<file path="src/acf_pkg.sv">
/*
  Package for the conversion done flag block: register offsets,
  field positions, reset values and widths.
  Assumes a 32-bit APB slave with one aligned word per register.
*/
package acf_pkg;
  // ==========================================================
  // Sizes
  localparam int unsigned NUM_CHAN   = 16;
  localparam int unsigned HALF_CHAN  = 8;
  localparam int unsigned ADDR_W     = 12;
  // ==========================================================
  // Register byte offsets
  localparam logic [11:0] OFS_DONE_HIGH  = 12'h000;
  localparam logic [11:0] OFS_DONE_LOW   = 12'h004;
  localparam logic [11:0] OFS_DIEN_HIGH  = 12'h008;
  localparam logic [11:0] OFS_DIEN_LOW   = 12'h00c;
  localparam logic [11:0] OFS_PIN_HIGH   = 12'h010;
  localparam logic [11:0] OFS_PIN_LOW    = 12'h014;
  localparam logic [11:0] OFS_CTRL       = 12'h018;
  localparam logic [11:0] OFS_STATUS     = 12'h01c;
  localparam logic [11:0] OFS_SEQ_START  = 12'h020;
  localparam logic [11:0] OFS_RESULT0    = 12'h040;
  localparam logic [11:0] OFS_RESULT_END = 12'h080;
  // ==========================================================
  // Field positions
  localparam int unsigned CTRL_FAST_CLR_BIT = 0;
  localparam int unsigned STAT_OVERRUN_BIT  = 4;
  localparam int unsigned STAT_POS_LSB      = 0;
  localparam int unsigned STAT_OVERRUN_W1C  = 4;
  // ==========================================================
  // Reset values
  localparam logic [15:0] RST_DONE  = 16'h0000;
  localparam logic [15:0] RST_DIEN  = 16'h0000;
  localparam logic [15:0] RST_PIN   = 16'hffff;
  localparam logic [3:0]  RST_POS   = 4'h0;
  localparam logic [9:0]  RST_RES   = 10'h000;
endpackage

</file>
<file path="src/acf_completion_flags.sv">
/*
  Conversion done flags, result registers, digital input buffer
  enables and pin data for a 16 channel converter, behind APB.
  Assumes the converter core supplies a one-cycle end-of-conversion
  strobe with its 10-bit result, and the sequencer an external
  trigger channel select.
*/
`timescale 1ns/100ps

module acf_completion_flags (
  // Clock and reset
  input  wire logic        sys_clk,
  input  wire logic        rst_b,
  // APB slave
  input  wire logic        psel,
  input  wire logic        penable,
  input  wire logic        pwrite,
  input  wire logic [11:0] paddr,
  input  wire logic [31:0] pwdata,
  output logic      [31:0] prdata,
  output logic             pready,
  output logic             pslverr,
  // Converter core
  input  wire logic        convDone,
  input  wire logic [9:0]  convResult,
  input  wire logic        trigEnable,
  input  wire logic [3:0]  trigChannel,
  // Analog pins, digital side; sequence start pulse and fast clear mode out
  input  wire logic [15:0] analogInputPin,
  output logic      [15:0] inputBufferEnable,
  output logic             seqStartPulse,
  output logic             fastFlagClear
);

  // ==========================================================
  // Storage
  logic [15:0] doneFlag_ff;
  logic [15:0] armed_ff;
  logic [15:0] dien_ff;
  logic [15:0] pinSync1_ff, pinSync2_ff;
  logic [3:0]  seqPos_ff;
  logic        overrun_ff;
  logic        fastClr_ff;
  logic [9:0]  result_ff [16];
  logic [31:0] prdata_ff;
  logic        pready_ff;
  logic        pslverr_ff;
  logic        seqStart_ff;

  // ==========================================================
  // Bus decode
  logic        access;
  logic        wrEn;
  logic        rdEn;
  logic        resSel;
  logic [3:0]  resIdx;
  logic        seqWrite;
  logic [15:0] setMask;
  logic [15:0] rdClear;
  logic [15:0] pinView;

  // Register index from a result register address
  function automatic logic [3:0] res_index(input logic [11:0] a);
    logic [11:0] d;
    d = a - acf_pkg::OFS_RESULT0;
    return d[5:2];
  endfunction

  function automatic logic is_result(input logic [11:0] a);
    return a >= acf_pkg::OFS_RESULT0 && a < acf_pkg::OFS_RESULT_END
           && a[1:0] == 2'h0;
  endfunction

  // Zero wait states: the access edge is the one at which pready stands
  assign access   = psel && penable && pready_ff;
  assign wrEn     = access && pwrite;
  assign rdEn     = access && !pwrite;
  assign resSel   = is_result(paddr);
  assign resIdx   = res_index(paddr);
  assign seqWrite = wrEn && paddr == acf_pkg::OFS_SEQ_START;

  // One-hot set for the running position
  assign setMask = convDone ? (16'h0001 << seqPos_ff) : 16'h0000;

  // Read based clears, chosen by fast clear mode
  always_comb begin
    rdClear = 16'h0000;
    if (rdEn && resSel) begin
      if (fastClr_ff)
        rdClear[resIdx] = 1'b1;
      else
        rdClear[resIdx] = armed_ff[resIdx];
    end
  end

  // ==========================================================
  // Done flags: start clear wins, then set, then read clear
  always_ff @(posedge sys_clk or negedge rst_b) begin
    if (!rst_b) begin
      doneFlag_ff <= acf_pkg::RST_DONE;
    end else if (seqWrite) begin
      doneFlag_ff <= 16'h0000;
    end else begin
      doneFlag_ff <= (doneFlag_ff & ~rdClear) | setMask;
    end
  end

  // Arming: outside fast clear mode, a status read captures flags that are set at that moment
  always_ff @(posedge sys_clk or negedge rst_b) begin
    if (!rst_b) begin
      armed_ff <= 16'h0000;
    end else if (seqWrite || fastClr_ff) begin
      armed_ff <= 16'h0000;
    end else if (rdEn && paddr == acf_pkg::OFS_DONE_HIGH) begin
      armed_ff <= (armed_ff & ~rdClear) | {doneFlag_ff[15:8], 8'h00};
    end else if (rdEn && paddr == acf_pkg::OFS_DONE_LOW) begin
      armed_ff <= (armed_ff & ~rdClear) | {8'h00, doneFlag_ff[7:0]};
    end else if (rdEn && resSel) begin
      armed_ff[resIdx] <= 1'b0;
    end
  end

  // ==========================================================
  // Position counter and results
  always_ff @(posedge sys_clk or negedge rst_b) begin
    if (!rst_b) begin
      seqPos_ff <= acf_pkg::RST_POS;
    end else if (seqWrite) begin
      seqPos_ff <= acf_pkg::RST_POS;
    end else if (convDone) begin
      seqPos_ff <= seqPos_ff + 4'h1;
    end
  end

  // Results are kept in a plain array; no reset needed on the data
  always_ff @(posedge sys_clk) begin
    if (convDone)
      result_ff[seqPos_ff] <= convResult;
  end

  // Overrun: writing a slot whose flag is still up loses old data
  always_ff @(posedge sys_clk or negedge rst_b) begin
    if (!rst_b) begin
      overrun_ff <= 1'b0;
    end else if (convDone && doneFlag_ff[seqPos_ff]) begin
      overrun_ff <= 1'b1;
    end else if (seqWrite) begin
      overrun_ff <= 1'b0;
    end else if (wrEn && paddr == acf_pkg::OFS_STATUS &&
                 pwdata[acf_pkg::STAT_OVERRUN_W1C]) begin
      overrun_ff <= 1'b0;
    end
  end

  // ==========================================================
  // Control, enables and sequence start pulse
  always_ff @(posedge sys_clk or negedge rst_b) begin
    if (!rst_b) begin
      dien_ff    <= acf_pkg::RST_DIEN;
      fastClr_ff <= 1'b0;
    end else if (wrEn) begin
      if (paddr == acf_pkg::OFS_DIEN_HIGH)
        dien_ff[15:8] <= pwdata[7:0];
      if (paddr == acf_pkg::OFS_DIEN_LOW)
        dien_ff[7:0] <= pwdata[7:0];
      if (paddr == acf_pkg::OFS_CTRL)
        fastClr_ff <= pwdata[acf_pkg::CTRL_FAST_CLR_BIT];
    end
  end

  always_ff @(posedge sys_clk or negedge rst_b) begin
    if (!rst_b)
      seqStart_ff <= 1'b0;
    else
      seqStart_ff <= seqWrite;
  end

  // ==========================================================
  // Pin inputs: two stage sync before any gating
  always_ff @(posedge sys_clk or negedge rst_b) begin
    if (!rst_b) begin
      pinSync1_ff <= acf_pkg::RST_PIN;
      pinSync2_ff <= acf_pkg::RST_PIN;
    end else begin
      pinSync1_ff <= analogInputPin;
      pinSync2_ff <= pinSync1_ff;
    end
  end

  // Disabled buffers read as one unless the channel is the trigger
  always_comb begin
    for (int i = 0; i < 16; i++) begin
      if (dien_ff[i] || (trigEnable && trigChannel == 4'(i)))
        pinView[i] = pinSync2_ff[i];
      else
        pinView[i] = 1'b1;
    end
  end

  // ==========================================================
  // Read data and response; writes to results fall through
  always_ff @(posedge sys_clk or negedge rst_b) begin
    if (!rst_b) begin
      prdata_ff  <= 32'h0000_0000;
      pready_ff  <= 1'b0;
      pslverr_ff <= 1'b0;
    end else begin
      pready_ff  <= psel && !pready_ff;
      pslverr_ff <= 1'b0;
      prdata_ff  <= 32'h0000_0000;
      if (psel && !pready_ff && !pwrite) begin
        if (is_result(paddr))
          prdata_ff <= {22'h000000, result_ff[res_index(paddr)]};
        else
          unique case (paddr)
            acf_pkg::OFS_DONE_HIGH:
              prdata_ff <= {24'h000000, doneFlag_ff[15:8]};
            acf_pkg::OFS_DONE_LOW:
              prdata_ff <= {24'h000000, doneFlag_ff[7:0]};
            acf_pkg::OFS_DIEN_HIGH: prdata_ff <= {24'h000000, dien_ff[15:8]};
            acf_pkg::OFS_DIEN_LOW:  prdata_ff <= {24'h000000, dien_ff[7:0]};
            acf_pkg::OFS_PIN_HIGH:  prdata_ff <= {24'h000000, pinView[15:8]};
            acf_pkg::OFS_PIN_LOW:   prdata_ff <= {24'h000000, pinView[7:0]};
            acf_pkg::OFS_CTRL:      prdata_ff <= {31'h0, fastClr_ff};
            acf_pkg::OFS_STATUS:
              prdata_ff <= {27'h0, overrun_ff, seqPos_ff};
            acf_pkg::OFS_SEQ_START: prdata_ff <= 32'h0000_0000;
            default:                pslverr_ff <= 1'b1;
          endcase
      end else if (psel && !pready_ff && pwrite && !is_result(paddr)) begin
        unique case (paddr)
          acf_pkg::OFS_DONE_HIGH, acf_pkg::OFS_DONE_LOW,
          acf_pkg::OFS_DIEN_HIGH, acf_pkg::OFS_DIEN_LOW,
          acf_pkg::OFS_PIN_HIGH,  acf_pkg::OFS_PIN_LOW,
          acf_pkg::OFS_CTRL,      acf_pkg::OFS_STATUS,
          acf_pkg::OFS_SEQ_START: pslverr_ff <= 1'b0;
          default:                pslverr_ff <= 1'b1;
        endcase
      end
    end
  end

  // ==========================================================
  // Outputs; buffer enable follows the bit, conversions ignored
  assign inputBufferEnable = dien_ff;
  assign prdata            = prdata_ff;
  assign pready            = pready_ff;
  assign pslverr           = pslverr_ff;
  assign seqStartPulse     = seqStart_ff;
  assign fastFlagClear     = fastClr_ff;
endmodule

</file>
<file path="config.mk">
export PLATFORM = sky130hd
export DESIGN_NAME = acf_completion_flags
export DESIGN_NICKNAME = d
export VERILOG_FILES = /design/src/acf_pkg.sv /design/src/acf_completion_flags.sv
export SDC_FILE = /design/constraint.sdc
export NUM_CORES = 1
export LEC_CHECK = 0
export BUFFER_PORTS_ARGS = -buffer_cell sky130_fd_sc_hd__buf_2
export CORE_ASPECT_RATIO = 1.75
export CORE_MARGIN = 1.5
export CORE_UTILIZATION = 46
export DETAILED_ROUTE_END_ITERATION = 12
export PLACE_DENSITY = 0.7
export SYNTH_ARGS = -nofsm -noshare
export SYNTH_HDL_FRONTEND = slang
export SYNTH_SLANG_ARGS = --single-unit
</file>
<file path="constraint.sdc">
create_clock -name sys_clk -period 3.7 [get_ports sys_clk]
set_input_delay 0.37 -clock sys_clk [delete_from_list [all_inputs] [get_ports sys_clk]]
set_output_delay 0.37 -clock sys_clk [all_outputs]
set_load 0.02 [all_outputs]
</file>
Word level (Yosys, flattened, before mapping)
Memory sizes are Yosys's and may differ from the RTL's.
Cells that the tools add are included.
{ "classes": {"addsub": 2, "order_cmp": 5, "n_eq_ne": 23, "shift": 1, "mux": 44, "bitwise_logic": 9, "n_reduce_logical": 64} }
{ "ops": {"columns": ["cell", "count"], "rows": [
  ["$mux 16", 8],
  ["$and 16x16->16", 4],
  ["$pmux 8 s8", 1],
  ["$eq 12x5->1 const B", 4],
  ["$logic_and 1x1->1", 34],
  ["$eq 4x4->1 const B", 8],
  ["$not 16->16", 2],
  ["$or 16x16->16", 2],
  ["$mux 1", 28],
  ["$eq 12x4->1 const B", 2],
  ["$mux 10", 2],
  ["$logic_or 1x1->1", 17],
  ["$eq 4x3->1 const B", 4],
  ["$or 16x8->16", 1],
  ["$shl 1x4->16 const A", 1],
  ["$eq 12x3->1 const B", 1],
  ["$eq 12x6->1 const B", 1],
  ["$ge 12x7->1 const B", 1],
  ["$logic_not 12->1", 1],
  ["$lt 12x8->1 const B", 1],
  ["$lt 4x5->1 const B", 2],
  ["$reduce_or 9->1", 1],
  ["$bmux 1 s4", 2],
  ["$eq 4x2->1 const B", 2],
  ["other kinds (13)", 18]
]} }
{ "totals": {"ff_bits": 121, "mem_bits_rw": 160, "in_bits": 81, "output_inout_bits": 52, "wordCells": 162, "memories": 1} }
{ "mem_list": {"columns": ["name", "words", "width", "read_ports", "rd_ports_with_merged_regs", "wr", "line_no", "rtl"], "rows": [
  ["result_ff", 16, 10, 1, 0, 1, "acf_completion_flags.sv:44", "logic [9:0] result_ff [16];"]
]} }

Logic depth before layout (Yosys ltp)
Gate-level depths: netlist of the first run.
{ "logic_depth": {"ltp_word": 14, "ltp_mapped": 8, "depth_no_buf": 6} }

Worst setup path before layout of the first run
OpenSTA, ideal clock, no wires.
{ "synth_path": {"path_type": "input to register", "start": "input port convDone", "end": "memory result_ff[3][0], enable pin", "setup_time_ns": 0.390, "arrival_time_ns": 1.815, "slack_ns": 1.495, "path_stages": 4, "n_path_buf": 2, "cell_sequence": "clkbuf_1 -> clkbuf_1 -> nand2_1 -> nor3_1"} }
{ "synth_between": {"elab_chain_len": 2} }
{ "synth_rtl": {"columns": ["element", "line_no", "rtl"], "rows": [
  ["start, declared", "acf_completion_flags.sv:24", "input wire logic convDone,"],
  ["$mux 1", "acf_completion_flags.sv:137", "if (convDone)"],
  ["$mux 1 (implied by the code)", "acf_completion_flags.sv:138", "result_ff[seqPos_ff] <= convResult;"],
  ["end, declared", "acf_completion_flags.sv:44", null]
]} }
Every way passes these cells.

Worst setup path after layout of the first run
{ "layout_path": {"start": "register seqPos_ff[0]", "end": "memory result_ff[2][2], enable pin"} }
{ "layout_rtl": {"columns": ["element", "line_no", "rtl"], "rows": [
  ["start, declared", "acf_completion_flags.sv:41", "logic [3:0] seqPos_ff;"],
  ["start signal, assigned", "acf_completion_flags.sv:127", "seqPos_ff <= acf_pkg::RST_POS;"],
  ["start signal, assigned", "acf_completion_flags.sv:129", "seqPos_ff <= acf_pkg::RST_POS;"],
  ["start signal, assigned", "acf_completion_flags.sv:131", "seqPos_ff <= seqPos_ff + 4'h1;"]
]} }
No word-level cell before the write port.

==> results of run 1 <==
[placed cells by master, fill, tap and decap left out, drive strengths merged, types with 3 or more instances in the layout]
cell	Yosys	final
ha	6	6
clkbuf	18	30
nand4	8	8
o32ai	3	3
or4	3	3
nor2	27	27
and2	3	3
or2	3	3
nor3	7	7
dlygate4sd3	0	17
mux2i	4	4
mux2	21	21
dfstp	32	32
nor2b	16	16
clkinv	0	5
a21o	14	14
conb	1	22
a31oi	13	13
mux4	58	58
o41ai	3	3
dfrtp	67	67
nor4	8	8
a32o	5	5
nand3	17	17
o21ai	32	32
o211ai	6	6
nand2	29	29
a21oi	42	42
a22oi	12	12
nand2b	6	6
buf	44	106
o21a	6	6
edfxtp	160	160
and3	4	4
inv	15	16
clkinvlp	0	3
[critical path: cells and delay by family (launching register included)]
kind	cells	cell delay, ns
flip-flops	1	0.56
buffers and inverters	2	0.46
AND/OR/NAND/NOR	2	0.73
adder cells (fa/ha/maj)	1	0.22
[cell usage after synthesis, drive strengths merged (7+ instances only)]
cell type  number  area [sq um]
edfxtp        160          4800
dfrtp          67          1680
mux4           58          1310
buf            44           297
a21oi          42           210
dfstp          32           841
o21ai          32           160
nand2          29           116
nor2           27           111
mux2           21           236
clkbuf         18          67.6
nand3          17           103
nor2b          16           100
inv            15          56.3
a21o           14           105
a31oi          13          81.3
a22oi          12          90.1
nand4           8          50.1
nor4            8           108
nor3            7          40.0
[metal layers]
metal  up-vias  share of wire, %
met4         0               6.6
met1      3465                34
met2       320                54
li1       2974                 -
met5         -                 0
met3        93               5.2
[through the flow]
step           utilization, %  cell area, sq um  setup slack [ns]
3_5_place_dp             49.8             11900             0.906
6_report                 53.7             12900              1.43
5_1_grt                  53.7             12900              1.26
4_1_cts                  53.7             12900              1.41
2_1_floorplan               -             11300              1.49
3_3_place_gp             49.8             11900             0.955
[power groups by stage]
stage | combinational (mW) | clock, mW | sequential [mW]
final | 0.918 | 2.43 | 3.69
after detailed placement | 0.905 | 0 | 3.73
after floorplan | 0.690 | 0 | 3.54
after global placement | 0.884 | 0 | 3.72
after CTS | 0.924 | 2.47 | 3.68
after global routing | 0.999 | 2.58 | 3.71
[sequential cells by signal, summed over array words and instances (netlist names), 4 cells and up]
| name | cells |
|---|---|
| result_ff | 160 |
| armed_ff | 16 |
| doneFlag_ff | 16 |
| inputBufferEnable | 16 |
| pinSync1_ff | 16 |
| pinSync2_ff | 16 |
| prdata | 10 |
| seqPos_ff | 4 |
[kinds of logic (layout without fill, tap and decap cells)]
group           count (synthesis)  in the layout  share of synthesized area, %
compound gates                149            149                          8.50
other cells                     1             22                        0.0335
mux                            83             83                          14.2
simple gates                  140            140                          7.42
buf+inv                        77            179                          3.75
xor+xnor                        2              2                         0.156
fa+ha+maj                       6              6                         0.670
flops                         259            259                          65.3
[worst max path at each step]
| stage | from | endpoint | slack [ns] | depth (start not counted) |
|---|---|---|---|---|
| after global placement | paddr[6] | inputBufferEnable[5] | 0.96 | 5 |
| final | seqPos_ff[0] | result_ff[2][2] | 1.43 | 5 |
| after global routing | seqPos_ff[0] | doneFlag_ff[2] | 1.26 | 7 |
| after detailed placement | paddr[6] | inputBufferEnable[3] | 0.91 | 5 |
| after CTS | seqPos_ff[0] | result_ff[2][2] | 1.41 | 5 |
| after floorplan | convDone | result_ff[3][0] | 1.49 | 4 |
[cell type report]
class	count	area (sq um)
clock buffers	30	653
repair buffers	123	756
inverters	15	56.3
flip-flops and latches	259	7320
clock inverters	11	120
multi-input cells	402	3560
well taps	308	385
fillers	1951	11100
[what timing repair did]
| action | in CTS | in global routing |
|---|---|---|
| hold buffers | 17 | 0 |
| setup endpoints to repair | 0 | 0 |
| gates resized for setup | 0 | 0 |
| hold endpoints to repair | 55 | 0 |
==> metrics.md, run 1 <==
| Metric | Value |
|---|---|
| Status | completed |
| R2R Path Start | seqPos_ff[0] |
| M3 GR Usage | 3.29% |
| Critical path type | reg -> reg |
| Drt wl/cell | 24.8 um |
| Setup TNS | 0 ns |
| GRT overflow | 0 |
| Worst slew margin | 22.1% |
| Post-synth EDFFs | 160 |
| Synth Area per Inst | 15.6 sq um |
| Ports | ~130 |
| Port bufs | 86 |
| CTS buffer count | 23 |
| Post-route ant nets | 0 |
| Seq/Total Area, Yosys | 65.3% |
| Clock power frac | 34.5% |
| FF-to-FF End | result_ff[2][2] |
| Crit path max fanout | 10 |
| First-pass GRT wire length | 42.6 mm |
| Max Cap Viol | 0 |
| Synthesized area | 0.0112 sq mm |
| Routability cong. | 0.987 |
| Most used DFF post-synth | edfxtp_1 |
| HP Start | pwdata[6] |
| Die area | 0.0254 sq mm |
| Worst path arrival time | 2.50 ns |
| P per Cell Area | 548 mW/mm^2 |
| Hold EP | inputBufferEnable[14] |
| Die width | ~120 um |
| Int Power | about 5.2 mW |
| Inst Count DP | 1,090 |
| Detail-routed via count per cell | 5.97 |
| Post-DP HPWL | 20.0 mm |
| Post-Route WL | roughly 28 mm |
| Clk_lat worst skew | around 0.52 ns |
| Post-route clock period utilization | 61.5% |
| Total power | roughly 7 mW |
| Chip height | 210 um |
| RSZ-0062 raised after global routing | false |
| Switching power total | 1.85 mW |
| Ys Warns | 0 |
| H-Tree Depth | 1 |
| Switching Fraction | 26.3% |
| Via count | about 6,900 |
| Setup repair bufs after CTS | 0 |
| Fin crit period | 2.27 ns |
| Comb pwr share | 13.0% |
| Clock sinks | 259 |
| Nets | 911 |
| Fmax | 0.440 GHz |
| Class of the worst hold path | in -> reg |
| Core region area | 0.0239 sq mm |
| Area grow syn2layout | 14.7% |
| Post-synthesis register bit count | 259 |
| Met1 Use GR | 24.4% |
| Max Slew Vio Count | 0 |
| TritonCTS clock tree | built |
| Worst-path clk slew | roughly 0.070 ns |
| Initial Util | 46.8% |
| Root buffer cell | clkbuf_16 |
| ANT cells | 0 |
| Met2 GRT Util | 42.2% |
| Final setup violation count | 0 |
| Clock skew | 0.0131 ns |
| Worst-path cell chain | inv_1 -> ha_1 -> nand2_1 -> nor3_2 -> buf_4 |
| Largest net degree at the start of global routing | 43 |
| Worst R2R Path Depth | 5 |
| Worst-Margin Slew | 1.16 ns |
| # rows | 75 |
| Fin Hold WS | 0.101 ns |
| Final Instance Count excl. Fillers | 1,148 |
| Reg2reg setup slack | 1.43 ns |
| Global routing's busiest layer | met2 |
| Clock Tree Buf Depth | 3 |
| Critical path launch point type | flop |
| Critical Path RT | 3.93 ns |
| Crit-path max cell delay | 0.64 ns |
| CP max-delay cell | nor3_2 |
| Overall routing resource usage | a little under a quarter |
| VDD IR max | roughly 0.31 mV |
| Asr flop ratio synth | 38.2% |
| Final hold vios | 0 |
| Mapped Cells | 717 |
| Netlist cell types | 66 |
| Pre-antenna DRT Iters | 5 |
| Leak | 4.95 nW |
| WHS Path Cells | 2 |
| Initial DRC Count | 600 |
| # DRC | 0 |
| Initial antenna violation count | 0 |
| Vias in the first global route | just over 7,000 |
| Share of cells above drive strength 1 | 32.1% |
| CP endpoint kind | flop |
| Sequential share of power | between 50% and 60% |
Power figures use the tool's default switching activity.
==> run 2, diff against run 1 <==
--- a/config.mk
+++ b/config.mk
@@ -10,7 +10,7 @@
 export CORE_MARGIN = 1.5
 export CORE_UTILIZATION = 46
 export DETAILED_ROUTE_END_ITERATION = 12
-export PLACE_DENSITY = 0.7
+export PLACE_DENSITY = 0.73
 export SYNTH_ARGS = -nofsm -noshare
 export SYNTH_HDL_FRONTEND = slang
 export SYNTH_SLANG_ARGS = --single-unit
==> constraint.sdc (replaced) <==
create_clock -name sys_clk -period 2.04 [get_ports sys_clk]
set_input_delay 0.204 -clock sys_clk [delete_from_list [all_inputs] [get_ports sys_clk]]
set_output_delay 0.204 -clock sys_clk [all_outputs]
set_load 0.02 [all_outputs]
==> run 2 against run 1 <==
  * Sequential power increased by 77%
  * Register-to-register slack lost 1.3 ns
  * Design area up 6.5%
  * Maximum frequency up 17%
  * Wire length is 7.2% higher
  * First-iteration DRC count increased by 11%
  * Total power rose by 88%
  * Critical path type unchanged
==> metrics.md, run 2 (synthesis gave the netlist of run 1 again) <==
| Metric | Value |
|---|---|
| Status | completed |
| Commonest non-fill, non-tap cell in the layout | edfxtp_1 |
| CTS buffer count | 22 (-4.3%) |
| Largest net degree at the start of global routing | 44 (+2.3%) |
| Initial Util | 46.8% (unchanged) |
| Drt wl/cell | 24.8 um (+0.13%) |
| Placed cell area | 0.0126 sq mm (+6.0%) |
| Critical Path RT | 2.49 ns (-1.44 ns) |
| Detail-routed via count per cell | 5.89 (-1.3%) |
| Max Cap Viol | 0 (unchanged) |
| Final setup violation count | 0 (unchanged) |
| Crit path max fanout | 3 (-7) |
| Final hold vios | 0 (unchanged) |
| Met1 WL | 10.1 mm (+4.3%) |
| Initial DRC Count | 667 (+11%) |
| Met3 wire length | 1.60 mm (+8.9%) |
| Root buffer cell | clkbuf_16 |
| Share of cells above drive strength 1 | 37.5% (+5.4 points) |
| Metal2 WL | 16.5 mm (+6.6%) |
| P per Cell Area | 966 mW/mm^2 (+76%) |
| H-Tree Depth | 1 (unchanged) |
| Via count | 7,237 (+5.6%) |
| CP endpoint kind | flop |
| TritonCTS clock tree | built |
| Core region area | 0.0239 sq mm (unchanged) |
| Overall routing resource usage | 24.8% (+1.7 points) |
| Max reg flops | 160 (unchanged) |
| Worst path arrival time | 2.39 ns (-0.11 ns) |
| Vias in the first global route | 7,777 (+10%) |
| Fillers | 1,832 (-6.1%) |
| Chip height | 210 um (unchanged) |
| Port bufs | 86 (unchanged) |
| Nets | 991 (+8.8%) |
| Clock Tree Buf Depth | 3 (unchanged) |
| Initial antenna violation count | 0 (unchanged) |
| Clk_lat worst skew | 0.53 ns (about the same) |
| Class of the worst hold path | in -> reg |
| Post-Route WL | 30.5 mm (+7.2%) |
| RSZ-0062 raised after global routing | false |
| Most frequent cells in the layout | edfxtp_1 (160), buf_2 (84), buf_4 (80) |
| Clock skew | 0.0115 ns (-0.00167 ns) |
| Top reg by flops | result_ff |
| Worst-path clk slew | 0.07 ns (about the same) |
| R2R Path Start | armed_ff[8] |
| Reg2reg setup slack | 0.1 ns (-1.33 ns) |
| WHS Path Cells | 1 (-1) |
| Routability cong. | 1.00 (+1.8%) |
| HP Start | convResult[4] |
| Post-route cell area | 0.0137 sq mm (+6.5%) |
| Die area | 0.0254 sq mm (unchanged) |
| Post-route ant nets | 0 (unchanged) |
| # rows | 75 (unchanged) |
| Worst R2R Path Depth | 5 (unchanged) |
| Critical path type | reg -> reg |
| Clock sinks | 259 (unchanged) |
| Place WS | -0.0249 ns (-0.931 ns) |
| Fmax | 0.515 GHz (+17%) |
| Leak | 5.41 nW (+9.4%) |
| Ports | 133 (unchanged) |
| Total power | 13.2 mW (+88%) |
| Critical path launch point type | flop |
| FF-to-FF End | doneFlag_ff[10] |
| Post-DP HPWL | 21.5 mm (+7.2%) |
| First-pass GRT wire length | 46.0 mm (+7.8%) |
| Final WS setup | 0.0978 ns (-1.33 ns) |
| Die width | 121 um (unchanged) |
| # DRC | 0 (unchanged) |
| Pre-antenna DRT Iters | 5 (unchanged) |
| Post-route clock period utilization | 95.2% (+34 points) |
| Area grow syn2layout | 22.1% |
| Setup repair bufs after CTS | 0 (unchanged) |
| Max Slew Vio Count | 0 (unchanged) |
| Hold EP | result_ff[8][4] |
| VDD IR max | 0.506 mV (+62%) |
| GRT overflow | 0 (unchanged) |
| Fin crit period | 1.94 ns (-0.332 ns) |
| Uppermost layer routed | met4 |
| Fin Hold WS | 0.0443 ns (-0.0570 ns) |
## run 2: how the worst max path moves through the flow
stage	from	endpoint	slack, ns	depth (start not counted)
after floorplan	convDone	result_ff[3][0]	0.0009	4
after global placement	paddr[3]	doneFlag_ff[12]	0.02	6
after detailed placement	paddr[2]	doneFlag_ff[3]	-0.02	8
after CTS	seqPos_ff[0]	result_ff[2][4]	0.02	6
after global routing	seqPos_ff[0]	result_ff[14][0]	0.01	6
final	armed_ff[8]	doneFlag_ff[10]	0.1	5
## run 2: power breakdown
group          leakage [nW]  switching [mW]  internal (mW)
sequential             2.64           0.386           6.14
clock                 0.392            1.91           2.55
combinational          2.38            1.23           1.01
total                  5.41            3.52           9.70
## run 2: repair_timing
item	4_1_cts	5_1_grt
setup endpoints to repair	0	8
resized for setup	0	2
hold buffers	26	0
endpoints found under the hold margin	79	0
## run 2: stage by stage
stage	setup TNS, ns	std cells	utilization, %
2_1_floorplan	0	738	-
3_3_place_gp	0	1162	52.8
3_5_place_dp	-0.0623	1162	52.8
4_1_cts	0	1228	57.1
5_1_grt	0	1228	57.2
6_report	0	1229	57.2
## run 2: final cells by class
class	count	area, sq um	share of cell area, %
clock inverter	12	126	0.923
timing repair buffer	204	1560	11.4
clock buffer	28	656	4.79
multi-input combinational	402	3570	26.1
tap	308	385	2.82
antenna	1	2.50	0.0183
inverter	15	56.3	0.411
sequential	259	7320	53.5
## run 2: per-layer routing
layer | track usage (%) | vias up
li1 | - | 3129
met5 | 0 | -
met4 | 17.5 | 0
met2 | 45.0 | 344
met1 | 25.8 | 3648
met3 | 3.32 | 116
## run 2: worst max-delay path, stage by stage (launching register included)
cell,delay [ns]
dfrtp_1,0.41
mux4_1,0.53
mux2_2,0.31
o2111ai_1,0.32
o21ai_0,0.14
a21oi_1,0.15
